`config.mk`:
```
export PLATFORM = sky130hd
export DESIGN_NAME = drl_limiter
export DESIGN_NICKNAME = d
export VERILOG_FILES = /design/src/hdl/drl_pkg.sv /design/src/hdl/drl_step.sv /design/src/hdl/drl_limiter.sv
export SDC_FILE = /design/constraint.sdc
export NUM_CORES = 2
export LEC_CHECK = 0
export BUFFER_PORTS_ARGS = -buffer_cell sky130_fd_sc_hd__buf_4
export CAP_MARGIN = 25
export CORE_MARGIN = 2
export CORE_UTILIZATION = 59
export CTS_CLUSTER_SIZE = 12
export DETAILED_ROUTE_END_ITERATION = 10
export HOLD_SLACK_MARGIN = 0.06
export PLACE_DENSITY = 0.76
export SYNTH_ARGS = -nofsm -noshare
export SYNTH_HDL_FRONTEND = slang
export SYNTH_SLANG_ARGS = --single-unit
```
`constraint.sdc`:
```
create_clock -name clk_sys -period 206.1 [get_ports clk_sys]
set_input_delay 0 -clock clk_sys [delete_from_list [all_inputs] [get_ports clk_sys]]
set_output_delay 0 -clock clk_sys [all_outputs]
set_load 0.01 [all_outputs]
```
`src/hdl/drl_pkg.sv`:
```
// Purpose: Shared constants and types for the DC link / current ramp limiter
// Assumes: 10 MHz system clock, APB register access, 32-bit data
// Notes: Voltages in 0.1 V, currents in 0.1 A, speeds in 0.01 Hz, gain in 0.01 units
package drl_pkg;
    localparam int unsigned CLK_HZ = 10000000;
    localparam int unsigned TICK_US = 1000;
    localparam int unsigned TICK_CYCLES = (CLK_HZ / 1000000) * TICK_US;

    localparam logic [11:0] OFS_KIND = 12'h000;
    localparam logic [11:0] OFS_THRESHOLD = 12'h004;
    localparam logic [11:0] OFS_GAIN = 12'h008;
    localparam logic [11:0] OFS_MAX_CURRENT = 12'h00c;
    localparam logic [11:0] OFS_RAMP3_TIME = 12'h010;
    localparam logic [11:0] OFS_MIN_SPEED = 12'h014;
    localparam logic [11:0] OFS_MAX_SPEED = 12'h018;
    localparam logic [11:0] OFS_LINE_SEL = 12'h01c;
    localparam logic [11:0] OFS_STATUS = 12'h020;
    localparam logic [11:0] OFS_SPEED_OUT = 12'h024;

    localparam logic [1:0] KIND_RST = 2'h0;
    localparam logic [15:0] THR_MIN = 16'h0d3e;
    localparam logic [15:0] THR_MAX = 16'h2ee0;
    localparam logic [15:0] THR_LINE0 = 16'h0fa0;
    localparam logic [15:0] THR_LINE1 = 16'h1f40;
    localparam logic [15:0] THR_LINE2 = 16'h2710;
    localparam logic [15:0] GAIN_MAX = 16'h03e7;
    localparam logic [15:0] GAIN_RST = 16'h0096;
    localparam logic [15:0] CUR_MAX = 16'h07d0;
    localparam logic [15:0] CUR_RST = 16'h0096;
    localparam logic [15:0] RAMP_MIN = 16'h0001;
    localparam logic [15:0] RAMP_MAX = 16'h2706;
    localparam logic [15:0] RAMP_RST = 16'h0032;
    localparam logic [15:0] MIN_SPD_RST = 16'h0000;
    localparam logic [15:0] MAX_SPD_RST = 16'h1770;
    localparam logic [1:0] LINE_RST = 2'h0;
    localparam logic [1:0] LINE_MAX = 2'h2;

    localparam int unsigned ST_VOLT = 0;
    localparam int unsigned ST_CURR = 1;
    localparam int unsigned ST_FREEZE = 2;
    localparam int unsigned ST_FORCE = 3;

    typedef enum logic [1:0] {
        DRL_IDLE = 2'b00,
        DRL_VOLT = 2'b01,
        DRL_CURR = 2'b10
    } drl_act_t;

    typedef struct packed {
        logic [1:0] kind;
        logic [15:0] threshold;
        logic [15:0] gain;
        logic [15:0] max_current;
        logic [15:0] ramp3_time;
        logic [15:0] min_speed;
        logic [15:0] max_speed;
    } drl_cfg_t;

    typedef struct packed {
        logic [15:0] dc_volt;
        logic [15:0] current;
        logic [15:0] ramp_speed;
        logic accel;
        logic decel;
    } drl_meas_t;
endpackage

```
`src/hdl/drl_step.sv`:
```
// Purpose: Third-ramp step generator, one speed step per tick toward a target
// Assumes: Tick is a one-cycle enable; ramp time in 0.1 s, speeds in 0.01 Hz
// Notes: Step = max_speed / (ramp time in ticks); at least one count per tick
`timescale 1ns/1ns
`default_nettype none
module drl_step (
    input wire logic clk_sys,
    input wire logic sys_rst,
    input wire logic [15:0] max_speed,
    input wire logic [15:0] ramp3_time,
    output logic [15:0] step
);
    // Ticks of 1 ms; 0.1 s is 100 ticks
    localparam logic [31:0] TICKS_PER_UNIT = 32'h00000064;
    logic [15:0] step_r;
    logic [15:0] step_nxt;
    logic [31:0] quot;

    always_comb begin
        quot = {16'h0000, max_speed} / (ramp3_time * TICKS_PER_UNIT);
        step_nxt = (quot[15:0] == 16'h0000) ? 16'h0001 : quot[15:0];
    end

    always_ff @(posedge clk_sys) begin
        if (sys_rst) begin
            step_r <= 16'h0001;
        end else begin
            step_r <= step_nxt;
        end
    end

    assign step = step_r;
endmodule
`default_nettype wire

```
`src/hdl/drl_limiter.sv`:
```
// Purpose: DC link voltage and output current limiter acting on the speed ramp
// Assumes: APB slave; measurements valid each cycle from logic on clk_sys
// Notes: Output speed command in 0.01 Hz; overrides the ramp while limiting
//
// Added by the designer: the placing of the registers and the APB slave port.
`timescale 1ns/1ns
`default_nettype none
module drl_limiter #(
    parameter int unsigned TICK_DIV = drl_pkg::TICK_CYCLES
) (
    input wire logic clk_sys,
    input wire logic sys_rst,
    input wire logic psel,
    input wire logic penable,
    input wire logic pwrite,
    input wire logic [11:0] paddr,
    input wire logic [31:0] pwdata,
    output logic [31:0] prdata,
    output logic pready,
    output logic pslverr,
    input wire drl_pkg::drl_meas_t meas,
    output logic [15:0] speed_cmd,
    output logic ramp_freeze,
    output logic voltage_limit_active,
    output logic current_limit_active
);
    // Tick counter is 16 bits and needs at least two states
    if (TICK_DIV < 2 || TICK_DIV > 65535) begin : g_bad_tick
        $error("TICK_DIV out of range");
    end

    function automatic logic [15:0] clamp16(input logic [15:0] v, input logic [15:0] lo,
                                            input logic [15:0] hi);
        clamp16 = (v < lo) ? lo : ((v > hi) ? hi : v);
    endfunction

    function automatic logic [15:0] line_default(input logic [1:0] sel);
        unique case (sel)
            2'h0: line_default = drl_pkg::THR_LINE0;
            2'h1: line_default = drl_pkg::THR_LINE1;
            default: line_default = drl_pkg::THR_LINE2;
        endcase
    endfunction

    // Register state
    drl_pkg::drl_cfg_t cfg_r, cfg_nxt;
    logic [1:0] line_r, line_nxt;
    logic [31:0] prdata_r, prdata_nxt;
    logic pready_r, pready_nxt;
    logic pslverr_r, pslverr_nxt;

    // Limiter state
    drl_pkg::drl_act_t act_r, act_nxt;
    logic [15:0] spd_r, spd_nxt;
    logic freeze_r, freeze_nxt;
    logic vact_r, vact_nxt;
    logic cact_r, cact_nxt;
    logic [15:0] tick_cnt_r, tick_cnt_nxt;
    logic tick_r, tick_nxt;

    logic [15:0] step;
    logic [15:0] status_w;
    logic wr_en;
    logic rd_en;

    drl_step u_step (
        .clk_sys(clk_sys),
        .sys_rst(sys_rst),
        .max_speed(cfg_r.max_speed),
        .ramp3_time(cfg_r.ramp3_time),
        .step(step)
    );

    assign wr_en = psel && penable && pwrite && !pready_r;
    assign rd_en = psel && penable && !pwrite && !pready_r;
    assign status_w = {12'h000, freeze_r, act_r == drl_pkg::DRL_CURR && !freeze_r, cact_r,
                       vact_r};

    // APB slave: one wait state, answer in the second access cycle
    always_comb begin
        cfg_nxt = cfg_r;
        line_nxt = line_r;
        prdata_nxt = prdata_r;
        pready_nxt = 1'b0;
        pslverr_nxt = 1'b0;
        if (wr_en) begin
            pready_nxt = 1'b1;
            unique case (paddr)
                drl_pkg::OFS_KIND: cfg_nxt.kind = pwdata[1:0];
                drl_pkg::OFS_THRESHOLD: cfg_nxt.threshold =
                    clamp16(pwdata[15:0], drl_pkg::THR_MIN, drl_pkg::THR_MAX);
                drl_pkg::OFS_GAIN: cfg_nxt.gain =
                    clamp16(pwdata[15:0], 16'h0000, drl_pkg::GAIN_MAX);
                drl_pkg::OFS_MAX_CURRENT: cfg_nxt.max_current =
                    clamp16(pwdata[15:0], 16'h0000, drl_pkg::CUR_MAX);
                drl_pkg::OFS_RAMP3_TIME: cfg_nxt.ramp3_time =
                    clamp16(pwdata[15:0], drl_pkg::RAMP_MIN, drl_pkg::RAMP_MAX);
                drl_pkg::OFS_MIN_SPEED: cfg_nxt.min_speed = pwdata[15:0];
                drl_pkg::OFS_MAX_SPEED: cfg_nxt.max_speed = pwdata[15:0];
                drl_pkg::OFS_LINE_SEL: begin
                    // Changing the line selection reloads the threshold default
                    line_nxt = (pwdata[1:0] > drl_pkg::LINE_MAX) ? drl_pkg::LINE_MAX
                                                                 : pwdata[1:0];
                    cfg_nxt.threshold = line_default(line_nxt);
                end
                drl_pkg::OFS_STATUS, drl_pkg::OFS_SPEED_OUT: pslverr_nxt = 1'b1;
                default: pslverr_nxt = 1'b1;
            endcase
        end else if (rd_en) begin
            pready_nxt = 1'b1;
            prdata_nxt = 32'h00000000;
            unique case (paddr)
                drl_pkg::OFS_KIND: prdata_nxt[1:0] = cfg_r.kind;
                drl_pkg::OFS_THRESHOLD: prdata_nxt[15:0] = cfg_r.threshold;
                drl_pkg::OFS_GAIN: prdata_nxt[15:0] = cfg_r.gain;
                drl_pkg::OFS_MAX_CURRENT: prdata_nxt[15:0] = cfg_r.max_current;
                drl_pkg::OFS_RAMP3_TIME: prdata_nxt[15:0] = cfg_r.ramp3_time;
                drl_pkg::OFS_MIN_SPEED: prdata_nxt[15:0] = cfg_r.min_speed;
                drl_pkg::OFS_MAX_SPEED: prdata_nxt[15:0] = cfg_r.max_speed;
                drl_pkg::OFS_LINE_SEL: prdata_nxt[1:0] = line_r;
                drl_pkg::OFS_STATUS: prdata_nxt[15:0] = status_w;
                drl_pkg::OFS_SPEED_OUT: prdata_nxt[15:0] = spd_r;
                default: pslverr_nxt = 1'b1;
            endcase
        end
    end

    always_ff @(posedge clk_sys) begin
        if (sys_rst) begin
            cfg_r.kind <= drl_pkg::KIND_RST;
            cfg_r.threshold <= drl_pkg::THR_LINE0;
            cfg_r.gain <= drl_pkg::GAIN_RST;
            cfg_r.max_current <= drl_pkg::CUR_RST;
            cfg_r.ramp3_time <= drl_pkg::RAMP_RST;
            cfg_r.min_speed <= drl_pkg::MIN_SPD_RST;
            cfg_r.max_speed <= drl_pkg::MAX_SPD_RST;
            line_r <= drl_pkg::LINE_RST;
            prdata_r <= 32'h00000000;
            pready_r <= 1'b0;
            pslverr_r <= 1'b0;
        end else begin
            cfg_r <= cfg_nxt;
            line_r <= line_nxt;
            prdata_r <= prdata_nxt;
            pready_r <= pready_nxt;
            pslverr_r <= pslverr_nxt;
        end
    end

    // Limiter decision and speed command
    logic volt_hold_kind;
    logic cur_hold_kind;
    logic volt_over;
    logic cur_over;
    logic volt_req;
    logic [16:0] verr;
    logic [31:0] corr;
    logic [32:0] sum;
    logic [16:0] up;
    logic [16:0] dn;

    always_comb begin
        tick_cnt_nxt = tick_cnt_r + 16'h0001;
        tick_nxt = 1'b0;
        if (tick_cnt_r >= 16'(TICK_DIV - 1)) begin
            tick_cnt_nxt = 16'h0000;
            tick_nxt = 1'b1;
        end

        // Kinds 0 and 2 hold on voltage, kinds 2 and 3 hold on current
        volt_hold_kind = !cfg_r.kind[0];
        cur_hold_kind = cfg_r.kind[1];
        volt_over = meas.dc_volt >= cfg_r.threshold;
        cur_over = meas.current > cfg_r.max_current;
        // Freeze on voltage only matters while braking
        volt_req = volt_over && (!volt_hold_kind || meas.decel);
        verr = {1'b0, meas.dc_volt} - {1'b0, cfg_r.threshold};
        corr = 32'(verr[15:0]) * 32'(cfg_r.gain);
        up = {1'b0, spd_r} + {1'b0, step};
        dn = {1'b0, spd_r} - {1'b0, step};
        // Wide enough for a full-scale error times full gain, so the clamp never sees a wrap
        sum = 33'h000000000;

        act_nxt = drl_pkg::DRL_IDLE;
        freeze_nxt = 1'b0;
        spd_nxt = spd_r;
        vact_nxt = volt_req;
        cact_nxt = cur_over && !volt_req;

        if (volt_req) begin
            act_nxt = drl_pkg::DRL_VOLT;
            if (volt_hold_kind) begin
                freeze_nxt = 1'b1;
            end else begin
                // Gain in 0.01 and error in 0.1 V give 0.001 Hz; scale to 0.01 Hz
                sum = 33'(meas.ramp_speed) + 33'(corr / 32'h0000000a);
                spd_nxt = (sum > 33'(cfg_r.max_speed)) ? cfg_r.max_speed : sum[15:0];
            end
        end else if (cur_over) begin
            act_nxt = drl_pkg::DRL_CURR;
            if (cur_hold_kind) begin
                freeze_nxt = 1'b1;
            end else if (tick_r) begin
                // Zero ramp input: walk down on the third ramp toward minimum
                spd_nxt = (dn[16] || dn[15:0] < cfg_r.min_speed) ? cfg_r.min_speed
                                                                 : dn[15:0];
            end
        end else begin
            act_nxt = drl_pkg::DRL_IDLE;
            spd_nxt = meas.ramp_speed;
        end

        // Returning from a forced slowdown climbs back on the third ramp
        if (act_r == drl_pkg::DRL_CURR && act_nxt == drl_pkg::DRL_IDLE && !cur_hold_kind) begin
            spd_nxt = spd_r;
            if (tick_r) begin
                spd_nxt = (up > {1'b0, meas.ramp_speed}) ? meas.ramp_speed : up[15:0];
            end
            if (spd_nxt != meas.ramp_speed) begin
                act_nxt = drl_pkg::DRL_CURR;
            end
        end
    end

    always_ff @(posedge clk_sys) begin
        if (sys_rst) begin
            act_r <= drl_pkg::DRL_IDLE;
            spd_r <= 16'h0000;
            freeze_r <= 1'b0;
            vact_r <= 1'b0;
            cact_r <= 1'b0;
            tick_cnt_r <= 16'h0000;
            tick_r <= 1'b0;
        end else begin
            act_r <= act_nxt;
            spd_r <= spd_nxt;
            freeze_r <= freeze_nxt;
            vact_r <= vact_nxt;
            cact_r <= cact_nxt;
            tick_cnt_r <= tick_cnt_nxt;
            tick_r <= tick_nxt;
        end
    end

    assign prdata = prdata_r;
    assign pready = pready_r;
    assign pslverr = pslverr_r;
    assign speed_cmd = spd_r;
    assign ramp_freeze = freeze_r;
    assign voltage_limit_active = vact_r;
    assign current_limit_active = cact_r;
endmodule
`default_nettype wire

```
Yosys cells after proc, flatten, opt, wreduce, memory -nomap -nowiden. Cells that the tools add are included.

Shift operators: 0. Bitwise logic cells: 1. Reduce and logical (&&, ||, !) cells: 36. Magnitude comparators: 14. Mux-type cells: 39. Add/sub/neg operators: 5. Multiply operators: 2. Eq/ne operators: 15. Div/mod/pow operators: 2.

Operators by type and width (number): two-way mux 16 bit (19); one-hot mux 14 bit (8 select lines) (1); equality test 12 x 5 -> 1 bit, second input constant (4); adder 16 x 33 -> 33 bit (1); divider 32 x 4 -> 33 bit, second input constant (1); > comparator 33 x 16 -> 1 bit (1); divider 16 x 23 -> 32 bit (1); > comparator 16 x 14 -> 1 bit, second input constant (2); less-than comparator 16 x 1 -> 1 bit, second input constant (2); multiplier 16 x 16 -> 32 bit (1); one-hot mux 16 bit (2 select lines) (1); one-hot mux 14 bit (2 select lines) (1); equality test 12 x 4 -> 1 bit, second input constant (2); equality test 12 x 6 -> 1 bit, second input constant (2); multiplier 16 x 5 -> 21 bit, second input constant (1); one-hot mux 2 bit (10 select lines) (1); AND reduction 2 bit (9); adder 16 x 16 -> 17 bit (1); > comparator 17 x 16 -> 1 bit (1); subtractor 16 x 16 -> 17 bit (1); adder 16 x 1 -> 16 bit, second input constant (1); greater-or-equal comparator 16 x 14 -> 1 bit, second input constant (1); greater-or-equal comparator 16 bit (1); > comparator 16 x 10 -> 1 bit, second input constant (1); 26 further kinds (57).

Register bits: 172. Memory bits (read-only): 0. Bits in writable memories: 0. Latch bits: 0. Memories kept: 0.

Logic depth before layout (Yosys ltp).
Depth in word-level cells: 10. Gate-level depth with buffers: 640. Gate-level depth less buffers: 597.

Modules after synthesis. A second synthesis with hierarchy kept.

Cells, all modules: 6692. Area, all modules: 49845.3 µm².

Modules (own cells, without submodules): drl_limiter (sequential area each 3123.0 µm², times used 1, cells an instance 3449, area each 26321.5 µm²); drl_step (sequential area each 320.3 µm², times used 1, cells an instance 3243, area each 23523.8 µm²).

Worst setup path before layout. No wires, ideal clock.

Path kind: flip-flop to flip-flop. Start point: register cfg_r[34] (netlist name). End point: register u_step.step_r[0] (netlist: u_step.step[0]). Library setup time: 0.137 ns. Path buffers: 46. Path slack: 96.735 ns. Arrival: 109.227 ns. Period minus slack after synthesis: 109.365 ns. Stages on the path, launching flop included: 614. Cells stage by stage: dfxtp_1 inv_1 ha_1 ha_1 ha_1 ha_1 a21o_1 a21oi_1 o21ai_0 a21oi_1 o21ai_0 a21oi_1 o21ai_0 a21oi_1 o21ai_0 a21oi_1 o21ai_0 a21oi_1 [... 578 more ...] a21oi_1 nor2b_1 o21ai_0 nand2b_1 a21oi_1 nor2b_1 o21ai_0 nand2b_1 a21oi_1 nor2b_1 o21ai_0 nand2b_1 a21oi_1 nor2b_1 o21ai_0 nand4_1 a211oi_1 o2111ai_1.

Longest elaborated chain between the ends: 4.

Ends and longest elaborated chain: multiplier 16 x 5 -> 21 bit * (line drl_step.sv:20) `quot = {16'h0000, max_speed} / (ramp3_time * TICKS_PER_UNIT);`; divider 16 x 23 -> 32 bit * (line drl_step.sv:20); zero test 16 bit (line drl_step.sv:21) `step_nxt = (quot[15:0] == 16'h0000) ? 16'h0001 : quot[15:0];`; OR reduction 2 bit (no line); end signal: assignment (line drl_step.sv:28) `step_r <= step_nxt;`; end: declaration (line drl_step.sv:15) `logic [15:0] step_r;`.

Every way passes the cells marked *; elsewhere a longest branch is shown, timed or not. A chain may end at the register's enable or synchronous reset.

Worst setup path after layout.
Start point: register cfg_r[33] (netlist name). End point: register u_step.step_r[0] (netlist: u_step.step[0]).

Longest elaborated chain between the ends: 4.

Ends and longest elaborated chain (line): multiplier 16 x 5 -> 21 bit * (drl_step.sv:20); divider 16 x 23 -> 32 bit * (drl_step.sv:20); zero test 16 bit (drl_step.sv:21); OR reduction 2 bit (no line).

Marked as above.

==> impl_metrics.toml <==
[clocking]
cts_tree = "built"
worstSkewPairLatency_ps = 480
cts_inserted_buffers = 17
root_buffer = "clkbuf_16"
clockBufferDepth = 2
cts.clk_slew.worst_paths_ps = 90
cts_sinks = 172
htreeDepth = 4

[floorplanning]
ios = 152
start_util_pct = 59.4
design.die.area_um2 = 81600
fp.coreArea_um2 = 78700
chipHeight_um = 286
die_w_um = 286
std_cell_rows = 103

[synth]
yosys.area.top_type = "ha_1"
avgSynthCellArea_um2 = 7.39
yosysWarnings = 0
synth-main-ff-cell = "dfxtp_1"
async_reset_ff_share_pct = 0
synthCells = 6332
synth-seq-cells = 172
synth_area_leaders = "ha_1 19%, fa_1 8.9%, dfxtp_1 7.4%, nor2_1 5.1%, nand2_1 4.9%"
netlist-cell-type-count = 123
synth_edf_count = 0
synth_area_um2 = 46800
ys_seq_area_share_pct = 7.36
synth_top_area_share_pct = 18.9

[route]
via_count = 47400
wirelength_um = 148000
wire_per_inst_um = 19.9
firstDrtPassIters = 9
drtAntennaViolNets = 0
vias_per_cell = 6.40
drtIter0Drc = 4255
drc = 0

[global_routing]
grt_overflow = 0
track_usage_pct = 35.6
grt_pass1_wl_um = 238000
grt_pass1_vias = 45700
antenna_found_initial = 4
grt_max_degree = 68

[sta]
fmax_ghz = 0.00849
finalSetupViolCount = 0
min_period_over_period_pct = 57.1
min_period_ps = 117740
rsz0062_at_grt = "false"
fin_ws_ps = 88360
tightest_slew_ps = 1040
slew_headroom_pct = 30.5
fin_skew_ps = 17.8
finalSetupTns_ps = 0
hold_viol_final = 0
slew_violations = 0

[placement]
place_congestion = 0.983
dp_slack_ps = 90450
dpl.hpwl_um = 117000
io_buffers = 118

[setup_path]
cpPeakStageDelay_ps = 760
crit_required_ps = 206410
rr_worst_depth = 586
regToRegEndpoint = "u_step.step[0]$_SDFF_PP1_"
crit_arrival_ps = 118060
crit_path_start = "cfg_r[33]$_SDFFE_PP1P_"
path_buf_inv = 31
cp-endpoint = "u_step.step[0]$_SDFF_PP1_"
critPathLaunchType = "flop"
reg2reg_slack_ps = 88360
crit_top_cell = "o21a_1"
timing.rr.start = "cfg_r[33]$_SDFFE_PP1P_"
cp-end-kind = "flop"
crit_slowest_cell = "or4_1"
cp.depth = 586
crit_fanout = 37
path_delay_family = "compound AO/OA/AOI/OAI gates"
criticalPathCategory = "flop to flop"

[final_layout]
multiInputGateArea_um2 = 40600
nNetsFinal = 7358
fillers = 7024
syn2layout_area_growth_pct = 6.26
drive_above_1_share_pct = 8.57
regArea_um2 = 3440

[hold_path]
min_from = "meas[0]"
hp-class = "input port to flop"

[flow_run]
max_cap_viol_count = 0

[outcome]
status = "complete, no violations"
[repair_timing]
| item | CTS | global route |
|---|---|---|
| hold buffers | 25 | 0 |
| gates resized for setup | 0 | 0 |
| buffers inserted | 0 | 0 |
| hold endpoints to repair | 106 | 0 |
| endpoints found under the setup margin | 0 | 0 |
[Yosys cell counts (41+ instances only)]
master / instances
o211ai_1: 45
o31ai_1: 95
nand2_1: 617
and3_1: 41
nor2b_1: 81
a21oi_1: 386
and2_1: 115
ha_1: 707
mux2_2: 132
nand3_1: 122
or2_2: 51
dfxtp_1: 172
xnor2_1: 151
a21o_1: 84
nor4_1: 41
nor3_1: 351
o21a_1: 308
o21ai_0: 244
fa_1: 209
inv_1: 485
a31oi_1: 47
nor2_1: 631
nand2b_1: 50
mux2i_1: 102
nand4_1: 90
o21bai_1: 41
or3_1: 43
xor2_1: 93
clkbuf_1: 240
[worst reg2reg max path: cells and delay by family (launching register included)]
kind                     cells  cell delay [ps]
AO/OA/AOI/OAI              372            74300
flip-flops                   1              440
AND/OR/NAND/NOR            147            25320
adder cells (fa/ha/maj)     32             9670
buffers and inverters       31             6370
multiplexers                 4             1400
[routing by layer]
layer | global-route usage (%) | up-vias | routed length (µm)
met4 | 17.4 | 8 | 8060
met3 | 5.37 | 430 | 11400
li1 | - | 22800 | -
met1 | 44.1 | 22400 | 60200
met2 | 60.2 | 1778 | 68000
met5 | 0 | - | 38
[flip-flops by register name, indices dropped and copies added (netlist names), 2 cells and up]
| name | cells |
|---|---|
| line_r | 2 |
| u_step.step | 16 |
| act_r | 2 |
| tick_cnt_r | 16 |
| cfg_r | 98 |
| prdata | 16 |
| speed_cmd | 16 |
[through the flow]
stage	hold WS [ps]	cells	area, µm²	util (%)
2_1_floorplan	136	6365	46900	-
3_3_place_gp	292	7343	48800	62.0
3_5_place_dp	300	7345	48800	62.0
4_1_cts	98.3	7402	49700	63.1
5_1_grt	138	7406	49700	63.2
6_report	113	7407	49700	63.2
[worst min-delay path by stage]
stage | to | cells past startpoint
2_1_floorplan | cfg_r[28]$_SDFFE_PP0P_ | 2
3_3_place_gp | cfg_r[15]$_SDFFE_PP0P_ | 3
3_5_place_dp | cfg_r[31]$_SDFFE_PP0P_ | 3
4_1_cts | voltage_limit_active$_SDFF_PP0_ | 4
5_1_grt | voltage_limit_active$_SDFF_PP0_ | 4
6_report | voltage_limit_active$_SDFF_PP0_ | 4
[cells by family (layout without fill, tap and decap cells)]
family | after synthesis | after routing | share of synthesized area, %
and+or+nand+nor | 2299 | 2299 | 23.2
AOI/OAI and AO/OA | 1680 | 1680 | 24.9
adders and majority gates | 919 | 919 | 27.9
buffers and inverters | 778 | 769 | 6.50
xor gates and xnor gates | 247 | 247 | 4.69
muxes | 236 | 236 | 5.42
DFF | 172 | 172 | 7.36
other | 1 | 35 | 0.00801
[final cells by class]
cell class              count  area share (%)
diodes                      1         0.00503
clock buffers              17           0.855
clock inverters            15           0.385
inverters                 488            3.68
multi-input cells        5415            81.6
flip-flops and latches    172            6.92
well taps                1050            2.64
repair buffers            249            3.92
[layout by cell type, fill, tap and decap left out, types with 51 or more instances in the layout]
cell type	count
xor2_1	89
fa_1	209
nand3_1	122
nor2b_1	81
nand4_1	90
o31ai_1	93
or2_2	51
ha_1	707
dfxtp_1	172
a21oi_1	386
nand2_1	617
a21o_1	84
buf_4	220
inv_1	485
and2_1	115
xnor2_1	144
o21ai_0	241
nor2_1	630
o21a_1	308
nor3_1	350
mux2_2	132
mux2i_1	102
Power is not shown: default switching activity piles up to over one toggle a cycle in this logic, so the estimate is an artifact.
